--- src/core/lic_pkg.sv ---
package lic_pkg;

    // register indices on the seven address pins (byte address / 2)
    localparam logic [6:0] LIC_CFG_ADDR   = 7'h00;
    localparam logic [6:0] LIC_LSTAT_ADDR = 7'h38;

    // configuration field positions
    localparam int LIC_B_STUFF    = 15;
    localparam int LIC_B_LOOP     = 14;
    localparam int LIC_B_CNT_LAT  = 13;
    localparam int LIC_B_STAT_LAT = 12;
    localparam int LIC_B_EXT_TIM  = 11;
    localparam int LIC_B_HOLD_EN  = 10;
    localparam int LIC_B_SCRAM    = 9;
    localparam int LIC_B_NO_CELL_DELINEATION_LOSS  = 8;
    localparam int LIC_B_HEC      = 7;
    localparam int LIC_B_PAR      = 6;
    localparam int LIC_B_EXT_FRM  = 5;
    localparam int LIC_B_NO_CODER = 4;
    localparam int LIC_B_UNFRAMED = 3;
    localparam int LIC_B_PHY_HI   = 2;
    localparam int LIC_B_PHY_LO   = 0;

    // payload geometry
    localparam logic [6:0] LIC_COLS_STUFFED = 7'h54; // 84 columns
    localparam logic [6:0] LIC_COLS_FULL    = 7'h56; // 86 columns
    localparam logic [5:0] LIC_OCT_HEC      = 6'h35; // 53-octet cells
    localparam logic [5:0] LIC_OCT_PLCP     = 6'h39; // 57-octet cells

    // values after reset
    localparam logic [15:0] LIC_ZERO16 = 16'h0000;
    localparam logic [1:0]  LIC_SYNC_IDLE_HI = 2'h3; // strobes idle high
    localparam logic [1:0]  LIC_SYNC_IDLE_LO = 2'h0;

    // line framing types, in field code order
    typedef enum logic [2:0] {
        LIC_PHY_DS1,
        LIC_PHY_E1,
        LIC_PHY_DS3,
        LIC_PHY_E3_FIRST,
        LIC_PHY_E3_DIRECT,
        LIC_PHY_E4,
        LIC_PHY_STS1,
        LIC_PHY_STS3C
    } lic_phy_t;

    // whole state of the block except the configuration word
    typedef struct packed {
        logic [1:0]  cs_n_s;
        logic [1:0]  rd_n_s;
        logic [1:0]  wr_n_s;
        logic [1:0]  tick_s;
        logic [1:0]  hold_s;
        logic [1:0]  sync_s;
        logic        rd_act_p;
        logic        wr_act_p;
        logic        tick_p;
        logic [6:0]  addr_s1;
        logic [6:0]  addr_s2;
        logic [15:0] din_s1;
        logic [15:0] din_s2;
        logic [15:0] dout;
        logic        dout_oe;
        logic [15:0] stat_acc;
        logic [15:0] stat_lat;
        logic        read_once;
        logic        cnt_latch;
        logic        stat_latch;
        logic [7:0]  phy_onehot;
        logic [6:0]  spe_cols;
        logic [5:0]  cell_octets;
        logic        rx_loopback;
        logic        ext_timing;
        logic        rx_accept;
        logic        scramble;
        logic        keep_on_cell_delineation_loss;
        logic        hec_delin;
        logic        parallel;
        logic        ext_framer;
        logic        coder_bypass;
        logic        unframed;
        logic        overhead_skip;
    } lic_state_t;

endpackage : lic_pkg
--- src/core/lic_config_reg.sv ---
`timescale 1ns/100ps
`default_nettype none

module lic_config_reg
(
    input  wire logic        i_mclk,
    input  wire logic        i_reset,
    input  wire logic        i_cs_n,
    input  wire logic        i_rd_n,
    input  wire logic        i_wr_n,
    input  wire logic [6:0]  i_addr,
    input  wire logic [15:0] i_data,
    output logic      [15:0] o_data,
    output logic             o_data_oe,
    input  wire logic        i_one_second_tick_input,
    input  wire logic        i_receive_hold_input,
    input  wire logic        i_transmit_sync_input,
    input  wire logic [15:0] i_line_status,
    output logic             o_counter_latch,
    output logic             o_status_latch,
    output logic [7:0]       o_phy_onehot,
    output logic [6:0]       o_spe_columns,
    output logic [5:0]       o_cell_octets,
    output logic             o_rx_loopback,
    output logic             o_ext_timing,
    output logic             o_rx_accept,
    output logic             o_scramble_en,
    output logic             o_keep_on_delin_loss,
    output logic             o_hec_delineation,
    output logic             o_parallel_mode,
    output logic             o_ext_framer,
    output logic             o_coder_bypass,
    output logic             o_unframed,
    output logic             o_overhead_skip
);

    // one-hot decode of the framing type field
    function automatic logic [7:0] lic_phy_decode(input logic [2:0] code);
        logic [7:0] oh;
        oh = 8'h00;
        oh[code] = 1'b1;
        return oh;
    endfunction : lic_phy_decode

    // true for the formats that carry a 57-octet plcp frame
    function automatic logic lic_is_plcp_fmt(input lic_pkg::lic_phy_t t);
        return (t == lic_pkg::LIC_PHY_DS3) ||
               (t == lic_pkg::LIC_PHY_E3_FIRST);
    endfunction : lic_is_plcp_fmt

    lic_pkg::lic_state_t st_q;
    lic_pkg::lic_state_t st_d;
    logic [15:0]         cfg_q;
    logic                cfg_we;
    lic_pkg::lic_phy_t   phy_type;
    logic                stat_rd;
    logic                cfg_rd;
    logic                stat_lat_on;

    assign phy_type = lic_pkg::lic_phy_t'(
        cfg_q[lic_pkg::LIC_B_PHY_HI:lic_pkg::LIC_B_PHY_LO]);

    // decodes of the synchronised bus cycle
    always_comb
    begin
        cfg_we  = 1'b0;
        cfg_rd  = 1'b0;
        stat_rd = 1'b0;
        if (st_q.wr_act_p && !st_q.wr_n_s[1]
            && st_q.addr_s2 == lic_pkg::LIC_CFG_ADDR)
        begin
            cfg_we = 1'b0; // write taken at end of strobe, below
        end
        if (st_q.wr_act_p && st_q.wr_n_s[1]
            && st_q.addr_s2 == lic_pkg::LIC_CFG_ADDR)
        begin
            cfg_we = 1'b1;
        end
        if (!st_q.rd_act_p && !st_q.rd_n_s[1] && !st_q.cs_n_s[1])
        begin
            if (st_q.addr_s2 == lic_pkg::LIC_CFG_ADDR)
            begin
                cfg_rd = 1'b1;
            end
            else if (st_q.addr_s2 == lic_pkg::LIC_LSTAT_ADDR)
            begin
                stat_rd = 1'b1;
            end
        end
    end

    assign stat_lat_on = cfg_q[lic_pkg::LIC_B_STAT_LAT];

    // next state of everything except the configuration word
    always_comb
    begin
        st_d = st_q;

        // two-stage synchronisers; only the second stage is read
        st_d.cs_n_s  = {st_q.cs_n_s[0], i_cs_n};
        st_d.rd_n_s  = {st_q.rd_n_s[0], i_rd_n};
        st_d.wr_n_s  = {st_q.wr_n_s[0], i_wr_n};
        st_d.hold_s  = {st_q.hold_s[0], i_receive_hold_input};
        st_d.sync_s  = {st_q.sync_s[0], i_transmit_sync_input};
        st_d.addr_s1 = i_addr;
        st_d.addr_s2 = st_q.addr_s1;
        st_d.din_s1  = i_data;
        st_d.din_s2  = st_q.din_s1;
        st_d.tick_s  = {st_q.tick_s[0], i_one_second_tick_input};
        st_d.tick_p  = st_q.tick_s[1];

        // strobe history for edge detection, gated by chip select
        st_d.rd_act_p = !st_q.rd_n_s[1] && !st_q.cs_n_s[1];
        st_d.wr_act_p = !st_q.wr_n_s[1] && !st_q.cs_n_s[1];

        st_d.cnt_latch = cfg_q[lic_pkg::LIC_B_CNT_LAT]
                       && st_q.tick_s[1] && !st_q.tick_p;
        st_d.stat_latch = stat_lat_on && st_q.tick_s[1] && !st_q.tick_p;

        // accumulate alarms, move them on each interval edge
        if (!stat_lat_on)
        begin
            st_d.stat_acc  = lic_pkg::LIC_ZERO16;
            st_d.stat_lat  = lic_pkg::LIC_ZERO16;
            st_d.read_once = 1'b0;
        end
        else
        begin
            st_d.stat_acc = st_q.stat_acc | i_line_status;
            if (stat_rd && !st_q.read_once)
            begin
                st_d.stat_lat  = lic_pkg::LIC_ZERO16; // cleared by read
                st_d.read_once = 1'b1;
            end
            else if (stat_rd)
            begin
                st_d.stat_acc = i_line_status;
            end
            if (st_d.stat_latch)
            begin
                // set wins over a read clear in the same cycle
                st_d.stat_lat  = st_d.stat_lat | st_q.stat_acc;
                st_d.stat_acc  = i_line_status;
                st_d.read_once = 1'b0;
            end
        end

        // read data is captured once per read strobe and then held
        if (cfg_rd)
        begin
            st_d.dout = cfg_q;
        end
        else if (stat_rd)
        begin
            if (!stat_lat_on)
            begin
                st_d.dout = i_line_status;
            end
            else if (!st_q.read_once)
            begin
                st_d.dout = st_q.stat_lat;
            end
            else
            begin
                st_d.dout = st_q.stat_acc | i_line_status;
            end
        end
        else if (!st_q.rd_act_p && !st_q.rd_n_s[1] && !st_q.cs_n_s[1])
        begin
            st_d.dout = lic_pkg::LIC_ZERO16; // unmapped reads as zero
        end
        st_d.dout_oe = !st_q.rd_n_s[1] && !st_q.cs_n_s[1];

        st_d.phy_onehot = lic_phy_decode(
            cfg_q[lic_pkg::LIC_B_PHY_HI:lic_pkg::LIC_B_PHY_LO]);

        st_d.spe_cols = cfg_q[lic_pkg::LIC_B_STUFF]
                      ? lic_pkg::LIC_COLS_STUFFED
                      : lic_pkg::LIC_COLS_FULL;

        st_d.hec_delin   = cfg_q[lic_pkg::LIC_B_HEC];
        st_d.cell_octets = cfg_q[lic_pkg::LIC_B_HEC]
                         ? lic_pkg::LIC_OCT_HEC
                         : lic_pkg::LIC_OCT_PLCP;

        st_d.rx_loopback = cfg_q[lic_pkg::LIC_B_LOOP]
                         && !cfg_q[lic_pkg::LIC_B_PAR];

        st_d.ext_timing = cfg_q[lic_pkg::LIC_B_EXT_TIM]
                        && !cfg_q[lic_pkg::LIC_B_HEC]
                        && lic_is_plcp_fmt(phy_type);

        st_d.rx_accept = !(cfg_q[lic_pkg::LIC_B_HOLD_EN] && st_q.hold_s[1]);

        st_d.scramble = cfg_q[lic_pkg::LIC_B_SCRAM];
        st_d.keep_on_cell_delineation_loss = cfg_q[lic_pkg::LIC_B_NO_CELL_DELINEATION_LOSS];
        st_d.parallel = cfg_q[lic_pkg::LIC_B_PAR];
        st_d.ext_framer = cfg_q[lic_pkg::LIC_B_EXT_FRM];
        st_d.coder_bypass = cfg_q[lic_pkg::LIC_B_NO_CODER];

        st_d.unframed      = cfg_q[lic_pkg::LIC_B_UNFRAMED];
        st_d.overhead_skip = !cfg_q[lic_pkg::LIC_B_UNFRAMED]
                           && st_q.sync_s[1];
    end

    // state register; strobes idle high so no false edge after reset
    always_ff @(posedge i_mclk or posedge i_reset)
    begin
        if (i_reset)
        begin
            st_q        <= '0;
            st_q.cs_n_s <= lic_pkg::LIC_SYNC_IDLE_HI;
            st_q.rd_n_s <= lic_pkg::LIC_SYNC_IDLE_HI;
            st_q.wr_n_s <= lic_pkg::LIC_SYNC_IDLE_HI;
            st_q.tick_s <= lic_pkg::LIC_SYNC_IDLE_LO;
        end
        else
        begin
            st_q <= st_d;
        end
    end

    // no reset on config
    // a write lands at the rising edge of the synchronised strobe
    always_ff @(posedge i_mclk)
    begin
        if (cfg_we)
        begin
            cfg_q <= st_q.din_s2;
        end
    end

    // every output straight from the state register
    assign o_data               = st_q.dout;
    assign o_data_oe            = st_q.dout_oe;
    assign o_counter_latch      = st_q.cnt_latch;
    assign o_status_latch       = st_q.stat_latch;
    assign o_phy_onehot         = st_q.phy_onehot;
    assign o_spe_columns        = st_q.spe_cols;
    assign o_cell_octets        = st_q.cell_octets;
    assign o_rx_loopback        = st_q.rx_loopback;
    assign o_ext_timing         = st_q.ext_timing;
    assign o_rx_accept          = st_q.rx_accept;
    assign o_scramble_en        = st_q.scramble;
    assign o_keep_on_delin_loss = st_q.keep_on_cell_delineation_loss;
    assign o_hec_delineation    = st_q.hec_delin;
    assign o_parallel_mode      = st_q.parallel;
    assign o_ext_framer         = st_q.ext_framer;
    assign o_coder_bypass       = st_q.coder_bypass;
    assign o_unframed           = st_q.unframed;
    assign o_overhead_skip      = st_q.overhead_skip;

endmodule : lic_config_reg

`default_nettype wire

--- config.mk ---
export PLATFORM = sky130hd
export DESIGN_NAME = lic_config_reg
export DESIGN_NICKNAME = d
export VERILOG_FILES = /design/src/core/lic_pkg.sv /design/src/core/lic_config_reg.sv
export SDC_FILE = /design/constraint.sdc
export NUM_CORES = 1
export LEC_CHECK = 0
export ABC_CLOCK_PERIOD_IN_PS = 7100
export BUFFER_PORTS_ARGS = -buffer_cell sky130_fd_sc_hd__buf_2
export CAP_MARGIN = 20
export CORE_ASPECT_RATIO = 1.4
export CORE_MARGIN = 3
export CORE_UTILIZATION = 54
export CTS_CLUSTER_DIAMETER = 120
export DETAILED_ROUTE_END_ITERATION = 7
export PLACE_DENSITY_LB_ADDON = 0.15
export SLEW_MARGIN = 30
export SYNTH_ARGS = -nofsm -noshare
export SYNTH_HDL_FRONTEND = slang
export SYNTH_SLANG_ARGS = --single-unit
--- constraint.sdc ---
create_clock -name i_mclk -period 7.1 [get_ports i_mclk]
set_clock_uncertainty 0.1 [all_clocks]
set_input_delay 2.13 -clock i_mclk [delete_from_list [all_inputs] [get_ports i_mclk]]
set_output_delay 2.13 -clock i_mclk [all_outputs]
set_load 0.05 [all_outputs]
==> flow_results.xml, run 1 <==
<?xml version="1.0" encoding="UTF-8"?>
<metrics>
  <group name="place">
    <metric name="dp_hpwl" unit="um">5860</metric>
    <metric name="place.gp.congestion" unit="">0.779</metric>
    <metric name="count_of_input_and_output_buffers" unit="">93</metric>
  </group>
  <group name="route">
    <metric name="detailroute.via_count" unit="">2907</metric>
    <metric name="detail_route.wl_per_cell" unit="um">17.5</metric>
    <metric name="drt_iter0_drc" unit="">249</metric>
    <metric name="detail_route.drc_violations" unit="">0</metric>
    <metric name="finalWirelength" unit="um">9420</metric>
    <metric name="drtPass1Iterations" unit="">4</metric>
    <metric name="drtAntennaViolNets" unit="">0</metric>
    <metric name="route.detailed.vias_per_inst" unit="">5.40</metric>
  </group>
  <group name="worst_setup_path">
    <metric name="timing.critical_path.slowest_cell_delay" unit="ns">0.39</metric>
    <metric name="reg2reg_from" unit="">cfg_q[12]</metric>
    <metric name="maximum_fanout_along_the_worst_path" unit="">6</metric>
    <metric name="timing.rr.end" unit="">o_data[0]</metric>
    <metric name="critical_path.cell_chain" unit="">buf_2</metric>
    <metric name="arrival_worst_endpoint" unit="ns">1.08</metric>
    <metric name="path_class" unit="">reg -&gt; out</metric>
    <metric name="critical-path-top-delay-family" unit="">flip-flops</metric>
    <metric name="sum_of_buffers_and_inverters_on_the_critical_path" unit="">1</metric>
    <metric name="r2r.worst_path.cells" unit="">5</metric>
    <metric name="endpoint_kind" unit="">primary output</metric>
    <metric name="critical_path.slowest_cell" unit="">sky130_fd_sc_hd__dfrtp_1</metric>
    <metric name="r2r_slack" unit="ns">4.71</metric>
    <metric name="cp.required" unit="ns">4.87</metric>
    <metric name="start_kind" unit="">flop</metric>
  </group>
  <group name="cells_and_area">
    <metric name="synthToLayoutAreaGrowth" unit="%">17.4</metric>
    <metric name="finalCoreUtilization" unit="">0.665</metric>
    <metric name="layout_commonest_cell" unit="">sky130_fd_sc_hd__dfrtp_1</metric>
    <metric name="most-common-layout-cells" unit="">sky130_fd_sc_hd__dfrtp_1 (128), sky130_fd_sc_hd__buf_2 (93), sky130_fd_sc_hd__a22o_1 (32)</metric>
    <metric name="drive_above_1_share" unit="">0.313</metric>
    <metric name="multiInputGateArea" unit="um^2">997</metric>
    <metric name="insertedDiodeCount" unit="">0</metric>
    <metric name="fin_nets" unit="">465</metric>
    <metric name="fillerInstances" unit="">651</metric>
    <metric name="sequential_cell_area" unit="um^2">3840</metric>
  </group>
  <group name="logic_synthesis">
    <metric name="synth-seq-cells" unit="">150</metric>
    <metric name="netlist-cell-type-count" unit="">29</metric>
    <metric name="synthesis.area" unit="um^2">5200</metric>
    <metric name="synth.avg_cell_area" unit="um^2">14.6</metric>
    <metric name="synth-seq-area-share" unit="">0.738</metric>
    <metric name="ys_warn_count" unit="">0</metric>
    <metric name="syn-instance-count" unit="">357</metric>
  </group>
  <group name="worst_hold_path">
    <metric name="worst_hold_path_type" unit="">reg -&gt; reg</metric>
    <metric name="holdCritStartpoint" unit="">st_d[118]</metric>
    <metric name="worstHoldPathCells" unit="">0</metric>
    <metric name="hold_path_end" unit="">st_q[118]</metric>
  </group>
  <group name="run">
    <metric name="max_cap_viol_count" unit="">0</metric>
  </group>
  <group name="grt">
    <metric name="grt_pass1_wl" unit="um">15000</metric>
    <metric name="gr-total-overflow" unit="">0</metric>
    <metric name="via_count_of_the_first_global_routing_pass" unit="">2930</metric>
    <metric name="initial_antenna_violation_count" unit="">0</metric>
    <metric name="grtUsageTotal" unit="">0.191</metric>
    <metric name="grt_start_max_net_pins" unit="">70</metric>
  </group>
  <group name="power_and_ir_drop">
    <metric name="static-leakage-power" unit="nW">2.91</metric>
    <metric name="power.ir.vdd_worst" unit="mV">0.229</metric>
    <metric name="cellPowerDensity" unit="nW/um^2">309</metric>
  </group>
  <group name="clocking">
    <metric name="clkLatencyLatePin" unit="ns">0.41</metric>
    <metric name="cts_max_path_buffers" unit="">2</metric>
    <metric name="num_clock_sinks" unit="">150</metric>
    <metric name="cts_repair_resize_count" unit="">0</metric>
    <metric name="htreeDepth" unit="">4</metric>
    <metric name="clockRootBuffer" unit="">sky130_fd_sc_hd__clkbuf_16</metric>
    <metric name="cts_tree" unit="">built</metric>
    <metric name="numCtsBuffers" unit="">17</metric>
    <metric name="cts_setup_buffers" unit="">0</metric>
    <metric name="cts_hold_repair.buffers" unit="">0</metric>
    <metric name="clk_transition_reported_paths" unit="ns">0.06</metric>
  </group>
  <group name="sta">
    <metric name="max-slew-margin-rel" unit="">0.408</metric>
    <metric name="timing.final.crit_period" unit="ns">3.31</metric>
    <metric name="worst_slew_pin_slew" unit="ns">0.888</metric>
    <metric name="final_min_period_over_clock_period" unit="">0.466</metric>
    <metric name="rsz0062_at_grt" unit="">false</metric>
    <metric name="timing.fmax" unit="MHz">302</metric>
    <metric name="final_max_slew_viol_count" unit="">0</metric>
    <metric name="setup-tns-final" unit="ns">0</metric>
    <metric name="finalHoldViolations" unit="">0</metric>
    <metric name="timing.final.setup_violations" unit="">0</metric>
  </group>
  <group name="run_status">
    <metric name="outcome" unit="">finished, final reports clean</metric>
  </group>
  <group name="floorplanning">
    <metric name="num_io_pins" unit="">98</metric>
    <metric name="die_h" unit="um">122</metric>
    <metric name="die_width" unit="um">89.0</metric>
    <metric name="starting_density" unit="">0.567</metric>
    <metric name="placeableCoreArea" unit="um^2">9180</metric>
    <metric name="area_of_the_die" unit="um^2">10900</metric>
    <metric name="num_rows" unit="">41</metric>
  </group>
</metrics>
## kinds of logic (layout without fill, tap and decap cells)
family	after synthesis	in the layout	share of synthesized area
AO/OA/AOI/OAI	67	67	0.104
other	2	5	0.00144
flip-flops	150	150	0.738
buffers and inverters	62	133	0.0745
AND/OR/NAND/NOR	76	76	0.0817
## power breakdown
part           total (mW)  internal, mW  switching (mW)  leakage (nW)
Clock               0.917         0.598           0.319         0.308
Combinational      0.0659        0.0203          0.0455         0.802
Sequential          0.906         0.895          0.0111          1.80
Total                1.89          1.51           0.375          2.91
## through the flow
step                cells  hold WS, ns  area, um^2  setup WS, ns  power [mW]
detailed placement    506        0.235        5480          3.43       0.988
global placement      506        0.232        5480          3.47       0.986
finish                538        0.243        6110          3.79        1.89
CTS                   538        0.247        6110          3.76        1.91
global route          538        0.254        6110          3.70        1.96
floorplan             360        0.231        5220          1.30       0.966
## state kept, by name, summed over array words and instances, names as in the netlist, 2 cells and up
name,count
st_q,63
st_d,30
cfg_q,16
o_data,16
o_phy_onehot,8
o_cell_octets,2
o_spe_columns,2
## worst max-delay path by stage
stage | startpoint | endpoint | slack (ns) | cells after the start
CTS | o_spe_columns[4] | o_spe_columns[4] | 3.76 | 1
global placement | i_reset | st_d[138] | 3.47 | 3
global route | i_reset | st_d[96] | 3.70 | 3
finish | o_spe_columns[4] | o_spe_columns[4] | 3.79 | 1
detailed placement | i_reset | st_d[122] | 3.43 | 3
floorplan | i_reset | o_cell_octets[2] | 1.30 | 1
## layout make-up
class | instances | area share
timing repair buffer | 95 | 0.0787
inverter | 6 | 0.00451
multi-input combinational | 148 | 0.163
tap | 107 | 0.0219
sequential | 150 | 0.629
clock buffer | 27 | 0.0893
clock inverter | 5 | 0.0135
## synth_stat cells
master | n | area [um^2]
sky130_fd_sc_hd__a21oi_1 | 17 | 85.1
sky130_fd_sc_hd__nand2b_1 | 18 | 113
sky130_fd_sc_hd__or3_1 | 1 | 6.26
sky130_fd_sc_hd__edfxtp_1 | 16 | 480
sky130_fd_sc_hd__nor3_1 | 19 | 95.1
sky130_fd_sc_hd__and4_1 | 1 | 8.76
sky130_fd_sc_hd__conb_1 | 2 | 7.51
sky130_fd_sc_hd__inv_1 | 6 | 22.5
sky130_fd_sc_hd__nand2_1 | 3 | 11.3
sky130_fd_sc_hd__a41oi_1 | 1 | 8.76
sky130_fd_sc_hd__nor4bb_1 | 1 | 10.0
sky130_fd_sc_hd__a221o_1 | 16 | 160
sky130_fd_sc_hd__buf_6 | 1 | 11.3
sky130_fd_sc_hd__nor2b_1 | 2 | 12.5
sky130_fd_sc_hd__nor3b_1 | 3 | 22.5
sky130_fd_sc_hd__and3_1 | 3 | 18.8
sky130_fd_sc_hd__buf_2 | 6 | 30.0
sky130_fd_sc_hd__nor2_1 | 21 | 78.8
sky130_fd_sc_hd__dfrtp_1 | 128 | 3200
sky130_fd_sc_hd__clkbuf_1 | 9 | 33.8
sky130_fd_sc_hd__a22o_1 | 32 | 280
sky130_fd_sc_hd__and3b_1 | 2 | 17.5
sky130_fd_sc_hd__dfstp_2 | 6 | 158
sky130_fd_sc_hd__clkbuf_2 | 1 | 5.00
sky130_fd_sc_hd__buf_4 | 37 | 278
sky130_fd_sc_hd__o21a_2 | 1 | 8.76
sky130_fd_sc_hd__buf_1 | 2 | 7.51
sky130_fd_sc_hd__nand3_2 | 1 | 10.0
sky130_fd_sc_hd__nor4_4 | 1 | 21.3
## routing by layer
| layer | vias up | part of all wire | global-route usage | wire length [um] |
|---|---|---|---|---|
| met5 | - | 0 | 0 | 0 |
| met2 | 109 | 0.51 | 0.289 | 4830 |
| met3 | 23 | 0.060 | 0.0717 | 568 |
| met4 | 0 | 0.030 | 0.0866 | 285 |
| li1 | 1333 | - | - | - |
| met1 | 1442 | 0.40 | 0.245 | 3730 |
No activity file was read; power rests on OpenSTA's default activity.
==> run 2: changes to the inputs <==
ABC_AREA = 1   (was default)
ABC_CLOCK_PERIOD_IN_PS = 3020   (was 7100)
CORE_UTILIZATION = 50   (was 54)
clock period = 3.02 ns   (was 7.1 ns; I/O delays follow)
==> run 2 against run 1 <==
Die area is 15% higher. Critical path depth is the same. Combinational power rose to 2.8 times the previous value. Non-clock buffer count is 3 higher. Flip-flop and latch count stayed put. Routed wire length increased by 13%. Sequential share of layout area down 3.4 points. Final cell count increased by 34%. Highest routed layer unchanged.
==> flow_results.xml, run 2 <==
<?xml version="1.0" encoding="UTF-8"?>
<metrics>
  <group name="power_and_ir_drop">
    <metric name="static-leakage-power" unit="nW">3.11</metric>
    <metric name="cellPowerDensity" unit="nW/um^2">663</metric>
    <metric name="power" unit="mW">4.28</metric>
    <metric name="power.ir.vdd_worst" unit="mV">0.407</metric>
    <metric name="power_frac_clock" unit="">0.460</metric>
    <metric name="seq_power_share" unit="">0.497</metric>
    <metric name="intPower" unit="mW">3.32</metric>
    <metric name="swShare" unit="">0.225</metric>
    <metric name="power.share.combinational" unit="">0.043</metric>
    <metric name="power_switching" unit="uW">963</metric>
  </group>
  <group name="worst_setup_path">
    <metric name="critical_path.cell_chain" unit="">buf_2</metric>
    <metric name="critical-path-top-delay-family" unit="">flip-flops</metric>
    <metric name="cp.required" unit="ns">2.01</metric>
    <metric name="start_point_of_the_critical_path" unit="">o_spe_columns[4]</metric>
    <metric name="arrival_worst_endpoint" unit="ns">1.08</metric>
    <metric name="r2r.worst_path.cells" unit="">5</metric>
    <metric name="path_class" unit="">reg -&gt; out</metric>
    <metric name="critical_path.slowest_cell" unit="">sky130_fd_sc_hd__dfrtp_1</metric>
    <metric name="start_kind" unit="">flop</metric>
    <metric name="endpoint_kind" unit="">primary output</metric>
    <metric name="r2r_slack" unit="ns">0.94</metric>
    <metric name="reg2reg_from" unit="">st_q[117]</metric>
    <metric name="sum_of_buffers_and_inverters_on_the_critical_path" unit="">1</metric>
    <metric name="timing.critical_path.slowest_cell_delay" unit="ns">0.39</metric>
    <metric name="timing.rr.end" unit="">cfg_q[12]</metric>
    <metric name="maximum_fanout_along_the_worst_path" unit="">6</metric>
  </group>
  <group name="grt">
    <metric name="grtUsageTotal" unit="">0.187</metric>
    <metric name="use_met3" unit="">0.0407</metric>
    <metric name="grt_pass1_wl" unit="um">17600</metric>
    <metric name="gr-total-overflow" unit="">0</metric>
    <metric name="globalRoute.busiestLayer" unit="">met2</metric>
    <metric name="initial_antenna_violation_count" unit="">0</metric>
    <metric name="grt_start_max_net_pins" unit="">81</metric>
    <metric name="grt_util_met2" unit="">0.304</metric>
    <metric name="grt_util_met1" unit="">0.241</metric>
    <metric name="via_count_of_the_first_global_routing_pass" unit="">3487</metric>
  </group>
  <group name="route">
    <metric name="finalWirelength" unit="um">10700</metric>
    <metric name="detail_route.drc_violations" unit="">0</metric>
    <metric name="detail_route.wl_per_cell" unit="um">14.8</metric>
    <metric name="drtPass1Iterations" unit="">4</metric>
    <metric name="route.detailed.vias_per_inst" unit="">4.90</metric>
    <metric name="detailroute.via_count" unit="">3544</metric>
    <metric name="drt_iter0_drc" unit="">224</metric>
    <metric name="drtAntennaViolNets" unit="">0</metric>
  </group>
  <group name="cells_and_area">
    <metric name="fin_nets" unit="">616</metric>
    <metric name="largest-register" unit="">st_q</metric>
    <metric name="multiInputGateArea" unit="um^2">1240</metric>
    <metric name="largest_register_ff_count" unit="">63</metric>
    <metric name="most-common-layout-cells" unit="">sky130_fd_sc_hd__dfrtp_1 (128), sky130_fd_sc_hd__buf_2 (93), sky130_fd_sc_hd__nand2_1 (75)</metric>
    <metric name="insertedDiodeCount" unit="">0</metric>
    <metric name="synthToLayoutAreaGrowth" unit="%">15.8</metric>
    <metric name="layout_commonest_cell" unit="">sky130_fd_sc_hd__dfrtp_1</metric>
    <metric name="drive_above_1_share" unit="">0.249</metric>
    <metric name="sequential_cell_area" unit="um^2">3840</metric>
    <metric name="fillerInstances" unit="">899</metric>
    <metric name="postLayoutCellArea" unit="um^2">6460</metric>
  </group>
  <group name="worst_hold_path">
    <metric name="worstHoldPathCells" unit="">0</metric>
    <metric name="hold_path_end" unit="">st_q[97]</metric>
    <metric name="worst_hold_path_type" unit="">reg -&gt; reg</metric>
    <metric name="holdCritStartpoint" unit="">st_d[97]</metric>
  </group>
  <group name="sta">
    <metric name="timing.final.crit_period" unit="ns">2.08</metric>
    <metric name="setup-tns-final" unit="ns">0</metric>
    <metric name="max-slew-margin-rel" unit="">0.535</metric>
    <metric name="finalHoldViolations" unit="">0</metric>
    <metric name="timing.fmax" unit="MHz">480</metric>
    <metric name="worst_slew_pin_slew" unit="ns">0.698</metric>
    <metric name="hold_slack" unit="ns">0.247</metric>
    <metric name="timing.final.setup_violations" unit="">0</metric>
    <metric name="rsz0062_at_grt" unit="">false</metric>
    <metric name="final_min_period_over_clock_period" unit="">0.690</metric>
    <metric name="final_max_slew_viol_count" unit="">0</metric>
  </group>
  <group name="logic_synthesis">
    <metric name="synthesis.area" unit="um^2">5580</metric>
    <metric name="netlist_top_cells_count" unit="">sky130_fd_sc_hd__dfrtp_1 (128), sky130_fd_sc_hd__nand2_1 (75), sky130_fd_sc_hd__nor2_1 (58)</metric>
    <metric name="synth-simple-area-share" unit="">0.156</metric>
    <metric name="synth-seq-cells" unit="">150</metric>
    <metric name="synth.most_common_cell" unit="">sky130_fd_sc_hd__dfrtp_1</metric>
    <metric name="synth_top_cells_by_area" unit="">sky130_fd_sc_hd__dfrtp_1 (57%), sky130_fd_sc_hd__edfxtp_1 (8.6%), sky130_fd_sc_hd__buf_4 (5.4%)</metric>
    <metric name="synth_top_cell_by_area" unit="">sky130_fd_sc_hd__dfrtp_1</metric>
    <metric name="synth_top_flop_cell" unit="">sky130_fd_sc_hd__dfrtp_1</metric>
    <metric name="ys_warn_count" unit="">0</metric>
    <metric name="synth.top_cell.area_share" unit="">0.575</metric>
    <metric name="synth-seq-area-share" unit="">0.689</metric>
    <metric name="synth_top_family_by_area" unit="">simple AND/OR/NAND/NOR gates</metric>
    <metric name="netlist-cell-type-count" unit="">24</metric>
    <metric name="syn-instance-count" unit="">505</metric>
    <metric name="synth.mux.area_fraction" unit="">0</metric>
    <metric name="synth.avg_cell_area" unit="um^2">11.0</metric>
    <metric name="synth_compound_gate_area_share" unit="">0.0626</metric>
    <metric name="synthXorXnorAreaFrac" unit="">0</metric>
    <metric name="asyncSetResetFlopFracSynth" unit="">0.893</metric>
    <metric name="yosys.area_share.adder" unit="">0</metric>
    <metric name="synth-edff-count" unit="">16</metric>
  </group>
  <group name="run_status">
    <metric name="outcome" unit="">finished, final reports clean</metric>
  </group>
  <group name="place">
    <metric name="dp_hpwl" unit="um">7180</metric>
    <metric name="count_of_input_and_output_buffers" unit="">93</metric>
    <metric name="place.gp.congestion" unit="">0.799</metric>
    <metric name="placedInstanceArea" unit="um^2">5890</metric>
  </group>
  <group name="floorplanning">
    <metric name="die_width" unit="um">95.2</metric>
    <metric name="num_io_pins" unit="">98</metric>
    <metric name="starting_density" unit="">0.513</metric>
    <metric name="num_rows" unit="">45</metric>
    <metric name="placeableCoreArea" unit="um^2">10900</metric>
    <metric name="area_of_the_die" unit="um^2">12500</metric>
    <metric name="die_h" unit="um">131</metric>
  </group>
  <group name="clocking">
    <metric name="cts_setup_buffers" unit="">0</metric>
    <metric name="num_clock_sinks" unit="">150</metric>
    <metric name="clk_transition_reported_paths" unit="ns">0.06</metric>
    <metric name="clockRootBuffer" unit="">sky130_fd_sc_hd__clkbuf_16</metric>
    <metric name="htreeDepth" unit="">4</metric>
    <metric name="cts_tree" unit="">built</metric>
    <metric name="clkLatencyLatePin" unit="ns">0.41</metric>
    <metric name="cts_max_path_buffers" unit="">2</metric>
    <metric name="cts_hold_repair.buffers" unit="">0</metric>
    <metric name="cts_repair_resize_count" unit="">0</metric>
    <metric name="numCtsBuffers" unit="">17</metric>
  </group>
  <group name="run">
    <metric name="max_cap_viol_count" unit="">0</metric>
  </group>
</metrics>
-- run 2: cell types whose count changed after synthesis, moves of 17 or more --
cell                       delta
sky130_fd_sc_hd__a21oi_1     +17
sky130_fd_sc_hd__a22o_1      -32
sky130_fd_sc_hd__inv_1       +25
sky130_fd_sc_hd__nand2_1     +72
sky130_fd_sc_hd__nand2b_1    -18
sky130_fd_sc_hd__nand3_1     +35
sky130_fd_sc_hd__nor2_1      +37
sky130_fd_sc_hd__o21ai_0     +17
-- run 2: cell families after synthesis --
| kind of cell | after synthesis |
|---|---|
| buffers and inverters | 88 |
| and+or+nand+nor | 199 |
| DFF | 150 |
| AOI/OAI and AO/OA | 66 |
| other | 2 |
-- run 2: worst max-delay path by stage --
stage,end,slack [ns],cells past startpoint
floorplan,o_cell_octets[2],0.35,1
global placement,cfg_q[0],0.99,5
detailed placement,cfg_q[1],0.92,5
CTS,cfg_q[12],0.90,5
global route,cfg_q[11],0.74,5
finish,o_spe_columns[2],0.94,1
-- run 2: per-layer routing --
layer	share of wire	vias to the layer above	routed length [um]
met5	0	-	0
met4	0.015	0	155
met3	0.054	13	574
met2	0.52	93	5500
met1	0.42	1704	4450
li1	-	1734	-
-- run 2: power groups by stage --
stage	Clock (mW)	Sequential [mW]	Combinational (mW)
detailed placement	0	2.16	0.186
floorplan	0	2.16	0.125
CTS	2.01	2.13	0.187
global route	2.11	2.13	0.206
finish	1.97	2.13	0.183
global placement	0	2.16	0.182
-- run 2: cell type report --
cell class	count	share of cell area
multi-input cells	270	0.192
clock buffers	19	0.0686
well taps	141	0.0273
inverters	32	0.0192
clock inverters	13	0.0188
repair buffers	98	0.0798
flip-flops and latches	150	0.595
-- run 2: per-stage QoR --
stage / cells / worst slack, ns / utilization
after CTS: 723 / 0.903 / 0.594
final: 723 / 0.937 / 0.594
after floorplan: 508 / 0.354 / -
after global placement: 691 / 0.990 / 0.542
after global routing: 723 / 0.743 / 0.594
after detailed placement: 691 / 0.920 / 0.542
